File: src/exec_params.svh
/*
 * Constants for the set-all-ones and low-power halt execution block.
 * Assumes a single core clock and a four-phase instruction cycle.
 */
`ifndef EXEC_PARAMS_SVH
`define EXEC_PARAMS_SVH

// ==========================================================
// Opcode fields
`define OP_FILL_HI      7'h34
`define OP_HALT_WORD    16'h0003
`define ALL_ONES        8'hFF

// ==========================================================
// Addressing
`define IDX_LIMIT       8'h5F
`define ACCESS_SPLIT    8'h60
`define ACCESS_HI_BANK  4'hF

// ==========================================================
// Reset values
`define PWR_DOWN_RESET  1'h1
`define TIMEOUT_RESET   1'h1

`endif

File: src/exec_pkg.sv
/*
 * Types for the execution block.
 * Assumes the constants header is included by users.
 */
package exec_pkg;

    // Quarter-cycle phase, Gray coded along Q1-Q2-Q3-Q4
    typedef enum logic [1:0] {
        Q1 = 2'h0,
        Q2 = 2'h1,
        Q3 = 2'h3,
        Q4 = 2'h2
    } phase_t;

    typedef enum logic [1:0] {
        RUN   = 2'h0,
        HALT  = 2'h1,
        WAKE  = 2'h3
    } run_t;

    typedef struct packed {
        phase_t      phase;
        run_t        run;
        logic [15:0] instr;
        logic        is_fill;
        logic        is_halt;
        logic [11:0] addr;
        logic        wr_en;
        logic [11:0] wr_addr;
        logic [7:0]  wr_data;
        logic        power_down_flag;
        logic        timeout_flag;
        logic        watchdog_clr;
        logic        osc_run;
        logic        busy;
        logic        wake_s1;
        logic        wake_s2;
        logic        expiry_s1;
        logic        expiry_s2;
    } state_t;

endpackage

File: src/exec_unit.sv
/*
 * Execution of the set-all-ones and low-power halt instructions.
 * Assumes the decoder presents one instruction word per four-phase
 * instruction cycle on instr_valid, and that wake sources are asynchronous pins.
 */
`timescale 1ns/1ps
`include "exec_params.svh"

// Functional notes
// - Set-all-ones writes FFh to the addressed file register.
// - Bank bit 0 picks the common bank, bank bit 1 the bank-select value.
// - Bank bit 0 with extended set uses indexed offset for f up to 5Fh.
// - The halt instruction clears the power-down flag.
// - The halt instruction sets the time-out flag.
// - The halt instruction resets the watchdog counter and postscaler.
// - After its cycle halt stops the core and the oscillator.
// - Waking by watchdog expiry clears the time-out flag.
module exec_unit (
    // Clock and reset
    input  wire logic        clk,
    input  wire logic        arst_n,
    // Instruction from decoder
    input  wire logic        instr_valid,
    input  wire logic [15:0] instr_word,
    input  wire logic        ext_set_en,
    input  wire logic [3:0]  bank_select_reg,
    input  wire logic [11:0] fsr2_base,
    // Wake sources (asynchronous)
    input  wire logic        wake_event,
    input  wire logic        watchdog_expired,
    // File register write port
    output logic             wr_en,
    output logic [11:0]      wr_addr,
    output logic [7:0]       wr_data,
    // Status and control
    output logic             power_down_flag,
    output logic             timeout_flag,
    output logic             watchdog_clear,
    output logic             osc_run,
    output logic             busy
);

    exec_pkg::state_t s_q;
    exec_pkg::state_t s_d;

    // ==========================================================
    // Next state
    always_comb begin
        s_d         = s_q;
        s_d.wr_en   = 1'b0;
        s_d.watchdog_clr = 1'b0;
        s_d.wake_s1      = wake_event;
        s_d.wake_s2      = s_q.wake_s1;
        s_d.expiry_s1    = watchdog_expired;
        s_d.expiry_s2    = s_q.expiry_s1;
        case (s_q.run)
            exec_pkg::RUN: begin
                case (s_q.phase)
                    exec_pkg::Q1: begin
                        if (instr_valid) begin
                            s_d.instr   = instr_word;
                            s_d.is_fill = (instr_word[15:9] == `OP_FILL_HI);
                            s_d.is_halt = (instr_word == `OP_HALT_WORD);
                            s_d.phase   = exec_pkg::Q2;
                        end
                    end
                    exec_pkg::Q2: begin
                        if (!s_q.instr[8]) begin
                            if (ext_set_en
                                && s_q.instr[7:0] <= `IDX_LIMIT) begin
                                s_d.addr = fsr2_base
                                    + {4'h0, s_q.instr[7:0]};
                            end else if (s_q.instr[7:0] < `ACCESS_SPLIT) begin
                                s_d.addr = {4'h0, s_q.instr[7:0]};
                            end else begin
                                s_d.addr = {`ACCESS_HI_BANK,
                                            s_q.instr[7:0]};
                            end
                        end else begin
                            s_d.addr = {bank_select_reg,
                                        s_q.instr[7:0]};
                        end
                        s_d.phase = exec_pkg::Q3;
                    end
                    exec_pkg::Q3: begin
                        if (s_q.is_halt) begin
                            s_d.power_down_flag = 1'b0;
                            s_d.timeout_flag    = 1'b1;
                            s_d.watchdog_clr    = 1'b1;
                        end
                        s_d.phase = exec_pkg::Q4;
                    end
                    exec_pkg::Q4: begin
                        if (s_q.is_fill) begin
                            s_d.wr_en   = 1'b1;
                            s_d.wr_addr = s_q.addr;
                            s_d.wr_data = `ALL_ONES;
                        end
                        if (s_q.is_halt) begin
                            s_d.run     = exec_pkg::HALT;
                            s_d.osc_run = 1'b0;
                        end
                        s_d.is_fill = 1'b0;
                        s_d.is_halt = 1'b0;
                        s_d.phase   = exec_pkg::Q1;
                    end
                    default: s_d.phase = exec_pkg::Q1;
                endcase
            end
            exec_pkg::HALT: begin
                if (s_q.expiry_s2) begin
                    s_d.timeout_flag = 1'b0;
                    s_d.run          = exec_pkg::WAKE;
                end else if (s_q.wake_s2) begin
                    s_d.run = exec_pkg::WAKE;
                end
            end
            exec_pkg::WAKE: begin
                s_d.osc_run = 1'b1;
                s_d.run     = exec_pkg::RUN;
                s_d.phase   = exec_pkg::Q1;
            end
            default: s_d.run = exec_pkg::RUN;
        endcase
        // Busy is registered so the port comes from a flop
        s_d.busy = (s_d.run != exec_pkg::RUN);
    end

    // ==========================================================
    // State register
    always_ff @(posedge clk or negedge arst_n) begin
        if (!arst_n) begin
            s_q                 <= '0;
            s_q.phase           <= exec_pkg::Q1;
            s_q.run             <= exec_pkg::RUN;
            s_q.power_down_flag <= `PWR_DOWN_RESET;
            s_q.timeout_flag    <= `TIMEOUT_RESET;
            s_q.osc_run         <= 1'b1;
        end else begin
            s_q <= s_d;
        end
    end

    // ==========================================================
    // Outputs
    assign wr_en           = s_q.wr_en;
    assign wr_addr         = s_q.wr_addr;
    assign wr_data         = s_q.wr_data;
    assign power_down_flag = s_q.power_down_flag;
    assign timeout_flag    = s_q.timeout_flag;
    assign watchdog_clear  = s_q.watchdog_clr;
    assign osc_run         = s_q.osc_run;
    assign busy            = s_q.busy;

endmodule

File: config.mk
export PLATFORM = sky130hd
export DESIGN_NAME = exec_unit
export DESIGN_NICKNAME = d
export VERILOG_FILES = /design/src/exec_pkg.sv /design/src/exec_unit.sv
export VERILOG_INCLUDE_DIRS = /design/src /design/src/src
export SDC_FILE = /design/constraint.sdc
export NUM_CORES = 1
export LEC_CHECK = 0
export BUFFER_PORTS_ARGS = -buffer_cell sky130_fd_sc_hd__buf_2
export CORE_ASPECT_RATIO = 0.9
export CORE_UTILIZATION = 27
export DETAILED_ROUTE_END_ITERATION = 12
export PLACE_DENSITY = 0.57
export SYNTH_ARGS = -nofsm -noshare
export SYNTH_HDL_FRONTEND = slang
export SYNTH_SLANG_ARGS = --single-unit
File: constraint.sdc
create_clock -name clk -period 2.5 [get_ports clk]
set_clock_uncertainty 0.2 [all_clocks]
set_input_delay 0.375 -clock clk [delete_from_list [all_inputs] [get_ports clk]]
set_output_delay 0.375 -clock clk [all_outputs]
set_load 0.03 [all_outputs]
==> results of run 1 <==
[power breakdown]
part,switching [mW],internal (mW),total (mW)
clock network,0.274,0.203,0.477
registers,0.199,1.06,1.26
logic,0.844,0.612,1.46
[routing by layer]
metal,track usage [%],part of all wire (%),wire length (um)
met5,0,0,0
met4,2.85,1.1,63
met3,2.51,6.7,379
met2,18.0,44,2450
met1,16.6,49,2740
[area by class of cell]
class | instances | area (um2) | share of cell area [%]
Tap cell | 126 | 158 | 5.06
Sequential cell | 50 | 1250 | 40.2
Inverter | 14 | 52.6 | 1.69
Multi-Input combinational cell | 174 | 1180 | 37.8
Clock inverter | 2 | 17.5 | 0.562
Clock buffer | 6 | 72.6 | 2.33
Timing Repair Buffer | 71 | 383 | 12.3
[Yosys cell counts, types with 2 or more instances]
cell type,count,area (um2)
mux2_1,8,90.1
clkbuf_1,2,7.51
a21oi_1,18,90.1
a21o_1,2,15.0
and2_1,2,12.5
inv_1,14,52.6
buf_4,20,150
o21ai_0,10,50.1
o21ai_1,14,70.1
or2_1,2,12.5
buf_2,4,20.0
dfstp_2,3,78.8
dfrtp_1,47,1180
nor2_1,14,52.6
o211ai_1,3,22.5
nand3_1,4,20.0
xor2_1,3,26.3
nand2_1,31,116
nor4b_1,2,17.5
nor3_1,2,10.0
xnor2_1,4,35.0
a22oi_1,2,15.0
mux2_2,12,135
o21a_1,2,15.0
nor4_1,2,12.5
nor2b_1,3,18.8
ha_1,12,150
nand2b_1,4,25.0
[through the flow]
stage                     setup slack [ps]  hold WS (ps)  cell area (um2)
after floorplan                        249          -121             2660
after global placement                66.3           134             3000
after detailed placement              30.6           135             3000
after CTS                              120          75.5             3120
after global routing                  9.02           116             3120
final                                  134          86.7             3120
[layout by cell type, fill, tap and decap left out, types with 3 or more instances in the layout]
master and instances:
nor2_1 14, ha_1 11, nand2b_1 4, a21oi_1 18, buf_2 63, o21ai_0 10
o21ai_1 14, dfrtp_1 47, buf_4 5, dlygate4sd3_1 3, inv_1 14, nor2b_1 3
o211ai_1 3, dfstp_2 3, clkbuf_8 5, xnor2_1 4, nand2_1 31, nand3_1 4
mux2_1 8, mux2_2 12, xor2_1 3
[logic make-up (layout without fill, tap and decap cells)]
group | count (synthesis) | after routing | synth area share (%)
multiplexers | 21 | 21 | 8.83
AO/OA/AOI/OAI | 61 | 61 | 13.7
adder cells (fa/ha/maj) | 13 | 13 | 6.39
buffers and inverters | 40 | 93 | 8.65
AND/OR/NAND/NOR | 72 | 72 | 13.0
XOR/XNOR | 7 | 7 | 2.30
flip-flops | 50 | 50 | 47.1
[critical path, delay by kind of cell, from the launching register on]
family                   cells  cell delay [ps]
adder cells (fa/ha/maj)      2              580
AND/OR/NAND/NOR              2              410
buffers and inverters        1               60
flip-flops                   1              380
AO/OA/AOI/OAI                4              710
[sequential cells by signal (all words and copies together) (netlist names)]
| name | count |
|---|---|
| busy | 1 |
| osc_run | 1 |
| power_down_flag | 1 |
| s_d | 2 |
| s_q | 29 |
| timeout_flag | 1 |
| watchdog_clear | 1 |
| wr_addr | 12 |
| wr_data | 1 |
| wr_en | 1 |
[repair_timing]
| item | 4_1_cts | 5_1_grt |
|---|---|---|
| gates resized for setup | 0 | 1 |
| hold endpoints to repair | 24 | 0 |
| hold buffers | 3 | 0 |
| endpoints found under the setup margin | 0 | 2 |
[worst min-delay path by stage]
stage | start | cells after the start | end | slack, ps
global route | instr_word[3] | 2 | s_q[47]$_DFFE_PN0P_ | 120
CTS | instr_word[1] | 3 | s_q[45]$_DFFE_PN0P_ | 80
global placement | s_d[2]$_DFF_PN0_ | 0 | s_q[2]$_DFF_PN0_ | 130
floorplan | arst_n | 0 | busy$_DFF_PN0_ | -120
detailed placement | s_d[0]$_DFF_PN0_ | 0 | s_q[0]$_DFF_PN0_ | 130
finish | instr_word[1] | 3 | s_q[45]$_DFFE_PN0P_ | 90
==> impl_metrics.json, run 1 <==
{
  "clockBufferDepth": 2,
  "post_cts_buffers": 0,
  "setup_viol": 0,
  "gp_congestion": 0.812,
  "finalHoldViolCount": 0,
  "diodes": 0,
  "clk_latency_ps": 300,
  "fin_crit_sh_pct": 94.6,
  "p_total_mw": 3.20,
  "cts_buffers": 5,
  "synth_warnings": 0,
  "cp-end-kind": "flop",
  "drive_above_1_share_pct": 30.0,
  "grt_use_total_pct": 11.7,
  "path_cells": "ha_2 > inv_1 > fa_1 > and2b_1 > o21ai_1 > a21o_1 > and3_1 > o311ai_1 > o21a_1",
  "wl_per_cell_um": 12.7,
  "period_needed_ps": 2370,
  "r2r_slack_ps": 130,
  "fill_cells": 1020,
  "r2r-end": "s_q[36]$_DFFE_PN0P_",
  "worstSetupPathType": "reg -> reg",
  "drc_errors": 0,
  "synth_cells": 264,
  "synth_edf_count": 0,
  "syn-num-nets": 315,
  "grt_pass1_vias": 1845,
  "nets": 367,
  "syn_avg_cell_area_um2": 10.1,
  "ys_types": 46,
  "status": "finished, final reports clean",
  "seq_area_frac_synth_pct": 47.1,
  "area_growth_pct": 17.1,
  "max_clock_freq_ghz": 0.423,
  "first_pass_iters": 4,
  "cap_violations": 0,
  "dieHeight_um": 96.2,
  "cellPowerDensity_nw_per_um2": 1020,
  "async_reset_ff_share_pct": 100,
  "required_ps": 2550,
  "initial_core_util_pct": 27.7,
  "fp-row-count": 34,
  "cts_tree": "yes",
  "drtIter0Drc": 64,
  "postRouteWirelength_um": 5640,
  "tns_ps": 0,
  "die_area_um2": 10300,
  "io_pins": 64,
  "clock_sinks": 50,
  "slew_viol_final": 0,
  "timing.slew.headroom_pct": 61.8,
  "worst_path_max_delay_cell": "dfrtp_1",
  "antenna_found_initial": 0,
  "final_util_pct": 32.4,
  "core_region_area_um2": 9610,
  "timing.critical_path.from": "s_q[44]$_DFFE_PN0P_",
  "clkTransAtPathRegs_ps": 100,
  "ff2ff_path_depth": 9,
  "p_leak_nw": 1.55,
  "portBuffers": 63,
  "tightest_slew_ps": 573,
  "dp_hpwl_um": 4550,
  "dp.cells": 432,
  "cts.htree.levels": 2,
  "cpPeakStageDelay_ps": 380,
  "ys.flop_type": "dfrtp_1",
  "worstPathArrival_ps": 2420,
  "cp_max_fo": 3,
  "ant_nets": 0,
  "cts-root-buf": "clkbuf_8",
  "reg2reg_from": "s_q[44]$_DFFE_PN0P_",
  "grt_pass1_wl_um": 9250,
  "endpoint": "s_q[36]$_DFFE_PN0P_",
  "critPathLaunchType": "flop",
  "finalNonFillerCells": 443,
  "netlist_area_um2": 2660,
  "hold_path_class": "in -> reg",
  "fp.dieW_um": 107,
  "vdd_drop_max_mv": 0.291,
  "rsz0062_at_grt": "no",
  "overflow": 0,
  "synth_seq_cells": 50,
  "vias_per_cell": 4.50,
  "grt_max_degree": 25,
  "route.vias.total": 1992
}
Note: power is estimated with default switching activity, not from simulation.
==> run 2: changes to the inputs <==
- ABC_AREA: default -> 1
==> impl_metrics.json, run 2 <==
{
  "ys_top_cells_by_area": "dfrtp_1, nand2_1, inv_1",
  "route.vias.total": 2394,
  "overflow": 0,
  "synth-simple-area-share_pct": 24.1,
  "met2WireLength_um": 2890,
  "cts-root-buf": "clkbuf_16",
  "post_cts_buffers": 0,
  "synthTopCellsByCount": "nand2_1, inv_1, dfrtp_1",
  "r2r_slack_ps": 380,
  "synth_top_area_share_pct": 41.2,
  "clock_sinks": 50,
  "ys_types": 29,
  "synthMuxAreaShare_pct": 0,
  "syn_avg_cell_area_um2": 7.84,
  "drc_errors": 0,
  "reg2reg_from": "s_q[44]$_DFFE_PN0P_",
  "fp.dieW_um": 110,
  "holdPathEnd": "s_q[48]$_DFFE_PN0P_",
  "largest_reg_flops": 29,
  "rsz0062_at_grt": "no",
  "async_reset_ff_share_pct": 100,
  "cts_resized": 0,
  "synth_xor_area_share_pct": 1.54,
  "initial_core_util_pct": 27.8,
  "dp_hpwl_um": 5220,
  "period_needed_ps": 2120,
  "syn-num-nets": 415,
  "grt_use_total_pct": 12.8,
  "slew_viol_final": 0,
  "max_clock_freq_ghz": 0.472,
  "cp_max_fo": 3,
  "fin_hold_ws_ps": 112,
  "fin_crit_sh_pct": 84.8,
  "status": "finished, final reports clean",
  "clkTransAtPathRegs_ps": 60,
  "min_path_cells": 3,
  "vias_per_cell": 4.38,
  "critPathLaunchType": "flop",
  "vdd_drop_max_mv": 0.432,
  "tns_ps": 0,
  "timing.slew.headroom_pct": 67.9,
  "post-place-ws_ps": 279,
  "cts_buffers": 5,
  "mostFrequentLayoutCells": "nand2_1, buf_2, inv_1",
  "r2r-end": "s_q[40]$_DFFE_PN0P_",
  "clk_latency_ps": 280,
  "synth_cells": 364,
  "layout_setup_ws_ps": 380,
  "final_util_pct": 32.7,
  "synth_edf_count": 0,
  "ys.flop_type": "dfrtp_1",
  "die_area_um2": 11000,
  "yosysMostFrequentCell": "nand2_1",
  "cap_violations": 0,
  "synth_warnings": 0,
  "fp-row-count": 35,
  "worstSetupPathType": "reg -> reg",
  "setup_viol": 0,
  "nets": 467,
  "first_pass_iters": 4,
  "grt_max_degree": 23,
  "hold_path_class": "in -> reg",
  "wl_met3_um": 360,
  "grt_pass1_vias": 2336,
  "ff2ff_path_depth": 13,
  "hp-start": "instr_word[4]",
  "synth_top_family_by_area": "simple AND/OR/NAND/NOR gates",
  "highest_layer": "met4",
  "io_pins": 64,
  "synth_compound_area_share_pct": 10.5,
  "wl_met1_um": 3090,
  "antenna_found_initial": 0,
  "synthAdderAreaFrac_pct": 5.96,
  "grt_pass1_wl_um": 10900,
  "seq_area_frac_synth_pct": 44.0,
  "synth_largest_area_cell": "dfrtp_1",
  "ant_nets": 0,
  "cp-end-kind": "flop",
  "required_ps": 2460,
  "cellPowerDensity_nw_per_um2": 1000,
  "wl_per_cell_um": 11.8,
  "diodes": 0,
  "synth_seq_cells": 50,
  "cts_tree": "yes",
  "gp_congestion": 0.822,
  "cts.htree.levels": 2,
  "netlist_area_um2": 2850,
  "clockBufferDepth": 2,
  "regMostFlops": "s_q",
  "final_common_cell": "nand2_1",
  "drive_above_1_share_pct": 21.6,
  "worstPathArrival_ps": 2080,
  "core_region_area_um2": 10200,
  "portBuffers": 63,
  "tightest_slew_ps": 481,
  "p_leak_nw": 1.82,
  "finalHoldViolCount": 0,
  "dieHeight_um": 99.5,
  "drtIter0Drc": 76,
  "timing.critical_path.from": "s_q[44]$_DFFE_PN0P_",
  "area_growth_pct": 17.4,
  "postRouteWirelength_um": 6420
}
==> run 2: cell count changes in the layout (fill, tap and decap cells not counted), moves of 7 or more <==
cell	before	now
a21oi_1	18	11
nand3_1	4	18
o21ai_0	10	22
nand2_1	31	96
mux2_2	12	0
nor2_1	14	32
mux2_1	8	0
inv_1	14	50
==> run 2: worst max-delay path: stages, from the launching register on <==
cell and delay, ps:
dfrtp_1 370, ha_1 210, inv_1 70, fa_1 400, inv_1 90, nand3_1 80
nand2_2 100, nand2_1 60, nand2_1 100, nand3_1 80, nand3_1 80, nand2_1 50
nand2_1 50, o21ai_1 50
==> run 2: routing by layer <==
| metal | global-route usage (%) | up-vias |
|---|---|---|
| met3 | 2.29 | 8 |
| li1 | - | 1241 |
| met4 | 3.14 | 0 |
| met1 | 17.5 | 1086 |
| met2 | 20.9 | 59 |
| met5 | 0 | - |
==> run 2: how the worst max path moves through the flow <==
stage / end / slack [ps] / depth (start not counted)
CTS: s_q[40]$_DFFE_PN0P_ / 380 / 13
floorplan: s_q[40]$_DFFE_PN0P_ / 570 / 13
global route: s_q[40]$_DFFE_PN0P_ / 140 / 13
finish: s_q[40]$_DFFE_PN0P_ / 380 / 13
detailed placement: s_q[40]$_DFFE_PN0P_ / 280 / 14
global placement: s_q[40]$_DFFE_PN0P_ / 320 / 14
==> run 2: cells by family after synthesis <==
family | Yosys count
adder cells (fa/ha/maj) | 13
XOR/XNOR | 5
buffers and inverters | 81
flip-flops | 50
AO/OA/AOI/OAI | 54
AND/OR/NAND/NOR | 161
==> run 2: cell type report <==
type,instances,area (um2)
clock buffers,6,129
fillers,1137,6900
flip-flops and latches,50,1250
inverters,55,206
clock inverters,2,13.8
multi-input cells,233,1200
repair buffers,71,383
well taps,129,161
==> run 2: report_power, final <==
part           internal, mW  switching (mW)  leakage [nW]
logic                 0.521           0.983          1.12
registers              1.05           0.156         0.635
clock network         0.371           0.276        0.0708
total                  1.94            1.41          1.82
==> run 2: repair_timing <==
action	CTS	global route
hold endpoints to repair	22	0
hold buffers	3	0
setup endpoints to repair	0	0
==> run 2: metrics by stage <==
step           area (um2)  total power, mW  instances
2_1_floorplan        2850             2.37        364
3_3_place_gp         3180             2.69        535
3_5_place_dp         3180             2.72        535
4_1_cts              3350             3.40        546
5_1_grt              3350             3.66        546
6_report             3350             3.35        546
==> run 3: changes to the inputs <==
- clock period: 2.5 -> 2.15 ns (I/O delays scaled with it)
==> impl_metrics.json, run 3 (synthesis gave the netlist of run 2 again) <==
{
  "status": "finished, final reports clean",
  "drc_errors": 0,
  "fill_cells": 1134,
  "cap_violations": 0,
  "core_region_area_um2": 10200,
  "mostFrequentLayoutCells": "nand2_1, buf_2, inv_1",
  "grt_pass1_wl_um": 11200,
  "dieHeight_um": 99.5,
  "path_cells": "ha_2 > inv_1 > fa_2 > inv_2 > nand3_1 > nand2_2 > nand2_1 > nand2_2 > nand3_1 > nand3_1 > nand2_1 > nand2_1 > o21ai_1",
  "cts_tree": "yes",
  "p_total_mw": 4.04,
  "vdd_drop_max_mv": 0.451,
  "cts-root-buf": "clkbuf_16",
  "cp.buffers_inverters": 2,
  "cts_buffers": 5,
  "timing.slew.headroom_pct": 76.6,
  "slew_viol_final": 0,
  "postRouteWirelength_um": 6570,
  "required_ps": 2120,
  "grt_use_total_pct": 13.2,
  "max_clock_freq_ghz": 0.509,
  "cpPeakStageDelay_ps": 370,
  "grt_max_degree": 51,
  "final_util_pct": 33.2,
  "ant_nets": 0,
  "wl_per_cell_um": 11.9,
  "clkTransAtPathRegs_ps": 70,
  "clk_latency_ps": 290,
  "tns_ps": 0,
  "drive_above_1_share_pct": 23.5,
  "cellPowerDensity_nw_per_um2": 1190,
  "regMostFlops": "s_q",
  "p_leak_nw": 1.85,
  "largest_reg_flops": 29,
  "die_area_um2": 11000,
  "area_growth_pct": 19.4,
  "worstPathArrival_ps": 1930,
  "drtIter0Drc": 68,
  "fin_crit_sh_pct": 91.3,
  "gp_congestion": 0.837,
  "period_needed_ps": 1960,
  "first_pass_iters": 4,
  "cp_max_fo": 3,
  "worst_path_max_delay_cell": "dfrtp_1",
  "clockBufferDepth": 2,
  "fp-row-count": 35,
  "fp.dieW_um": 110,
  "worstSetupPathType": "reg -> reg",
  "finalHoldViolCount": 0,
  "nets": 471,
  "clock_sinks": 50,
  "antenna_found_initial": 0,
  "hold_path_class": "in -> reg",
  "cts.htree.levels": 2,
  "setup_viol": 0,
  "dp_hpwl_um": 5270,
  "tightest_slew_ps": 348,
  "diodes": 0,
  "cp-end-kind": "flop",
  "route.vias.total": 2398,
  "vias_per_cell": 4.36,
  "grt_pass1_vias": 2326,
  "critPathLaunchType": "flop",
  "critPathTopFamily": "simple AND/OR/NAND/NOR gates",
  "overflow": 0,
  "final_common_cell": "nand2_1",
  "initial_core_util_pct": 27.8,
  "portBuffers": 63,
  "io_pins": 64
}
run 3: cell type report:
class | count | area [um2] | share of cell area (%)
sequential | 50 | 1250 | 36.8
multi-input combinational | 233 | 1210 | 35.4
clock buffer | 6 | 139 | 4.08
tap | 129 | 161 | 4.74
clock inverter | 2 | 12.5 | 0.367
timing repair buffer | 75 | 425 | 12.5
inverter | 55 | 206 | 6.06
run 3: worst reg2reg max path: stages, from the launching register on:
cell and delay [ps]:
dfrtp_1 370, ha_2 180, inv_1 50, fa_2 350, inv_2 70, nand3_1 80, nand2_2 100, nand2_1 70
nand2_2 70, nand3_1 70, nand3_1 80, nand2_1 50, nand2_1 50, o21ai_1 50
run 3: path summary, 6_finish.rpt:
kind / start / to / slack [ps] / depth (start not counted)
worst max-delay path: s_q[44]$_DFFE_PN0P_ / s_q[40]$_DFFE_PN0P_ / 190 / 13
worst min-delay path: instr_word[4] / s_q[48]$_DFFE_PN0P_ / 60 / 3
worst max register to register: s_q[44]$_DFFE_PN0P_ / s_q[40]$_DFFE_PN0P_ / 190 / 13
worst min register to register: s_d[0]$_DFF_PN0_ / s_q[0]$_DFF_PN0_ / 150 / 0
max in group asynchronous: arst_n / power_down_flag$_DFFE_PN1P_ / 1100 / 3
min in group asynchronous: arst_n / wr_data[0]$_DFFE_PN0P_ / 360 / 3
run 3: what timing repair did:
action	4_1_cts	5_1_grt
hold buffers	3	0
resized for setup	0	4
endpoints found under the hold margin	49	0
buffers inserted	0	1
endpoints found under the setup margin	0	3
run 3: through the flow:
step	area [um2]	hold WS, ps	instances	setup WS [ps]
5_1_grt	3410	67.6	550	-3.26
4_1_cts	3390	57.5	549	81.8
3_5_place_dp	3210	136	538	36.7
2_1_floorplan	2850	-173	364	243
6_report	3410	57.7	550	187
3_3_place_gp	3210	132	538	61.8
run 3: routing by layer:
metal  vias up  wire, um  global-route usage [%]
met3         4       283                    2.42
met4         0        31                    2.23
li1       1242         -                       -
met2        46      2960                    20.5
met5         -         0                       0
met1      1106      3300                    19.3
run 3: where the power goes:
part / switching (mW) / internal (mW) / total, mW / leakage (nW)
clock network: 0.346 / 0.461 / 0.807 / 0.0729
registers: 0.172 / 1.22 / 1.39 / 0.635
logic: 1.18 / 0.664 / 1.85 / 1.14
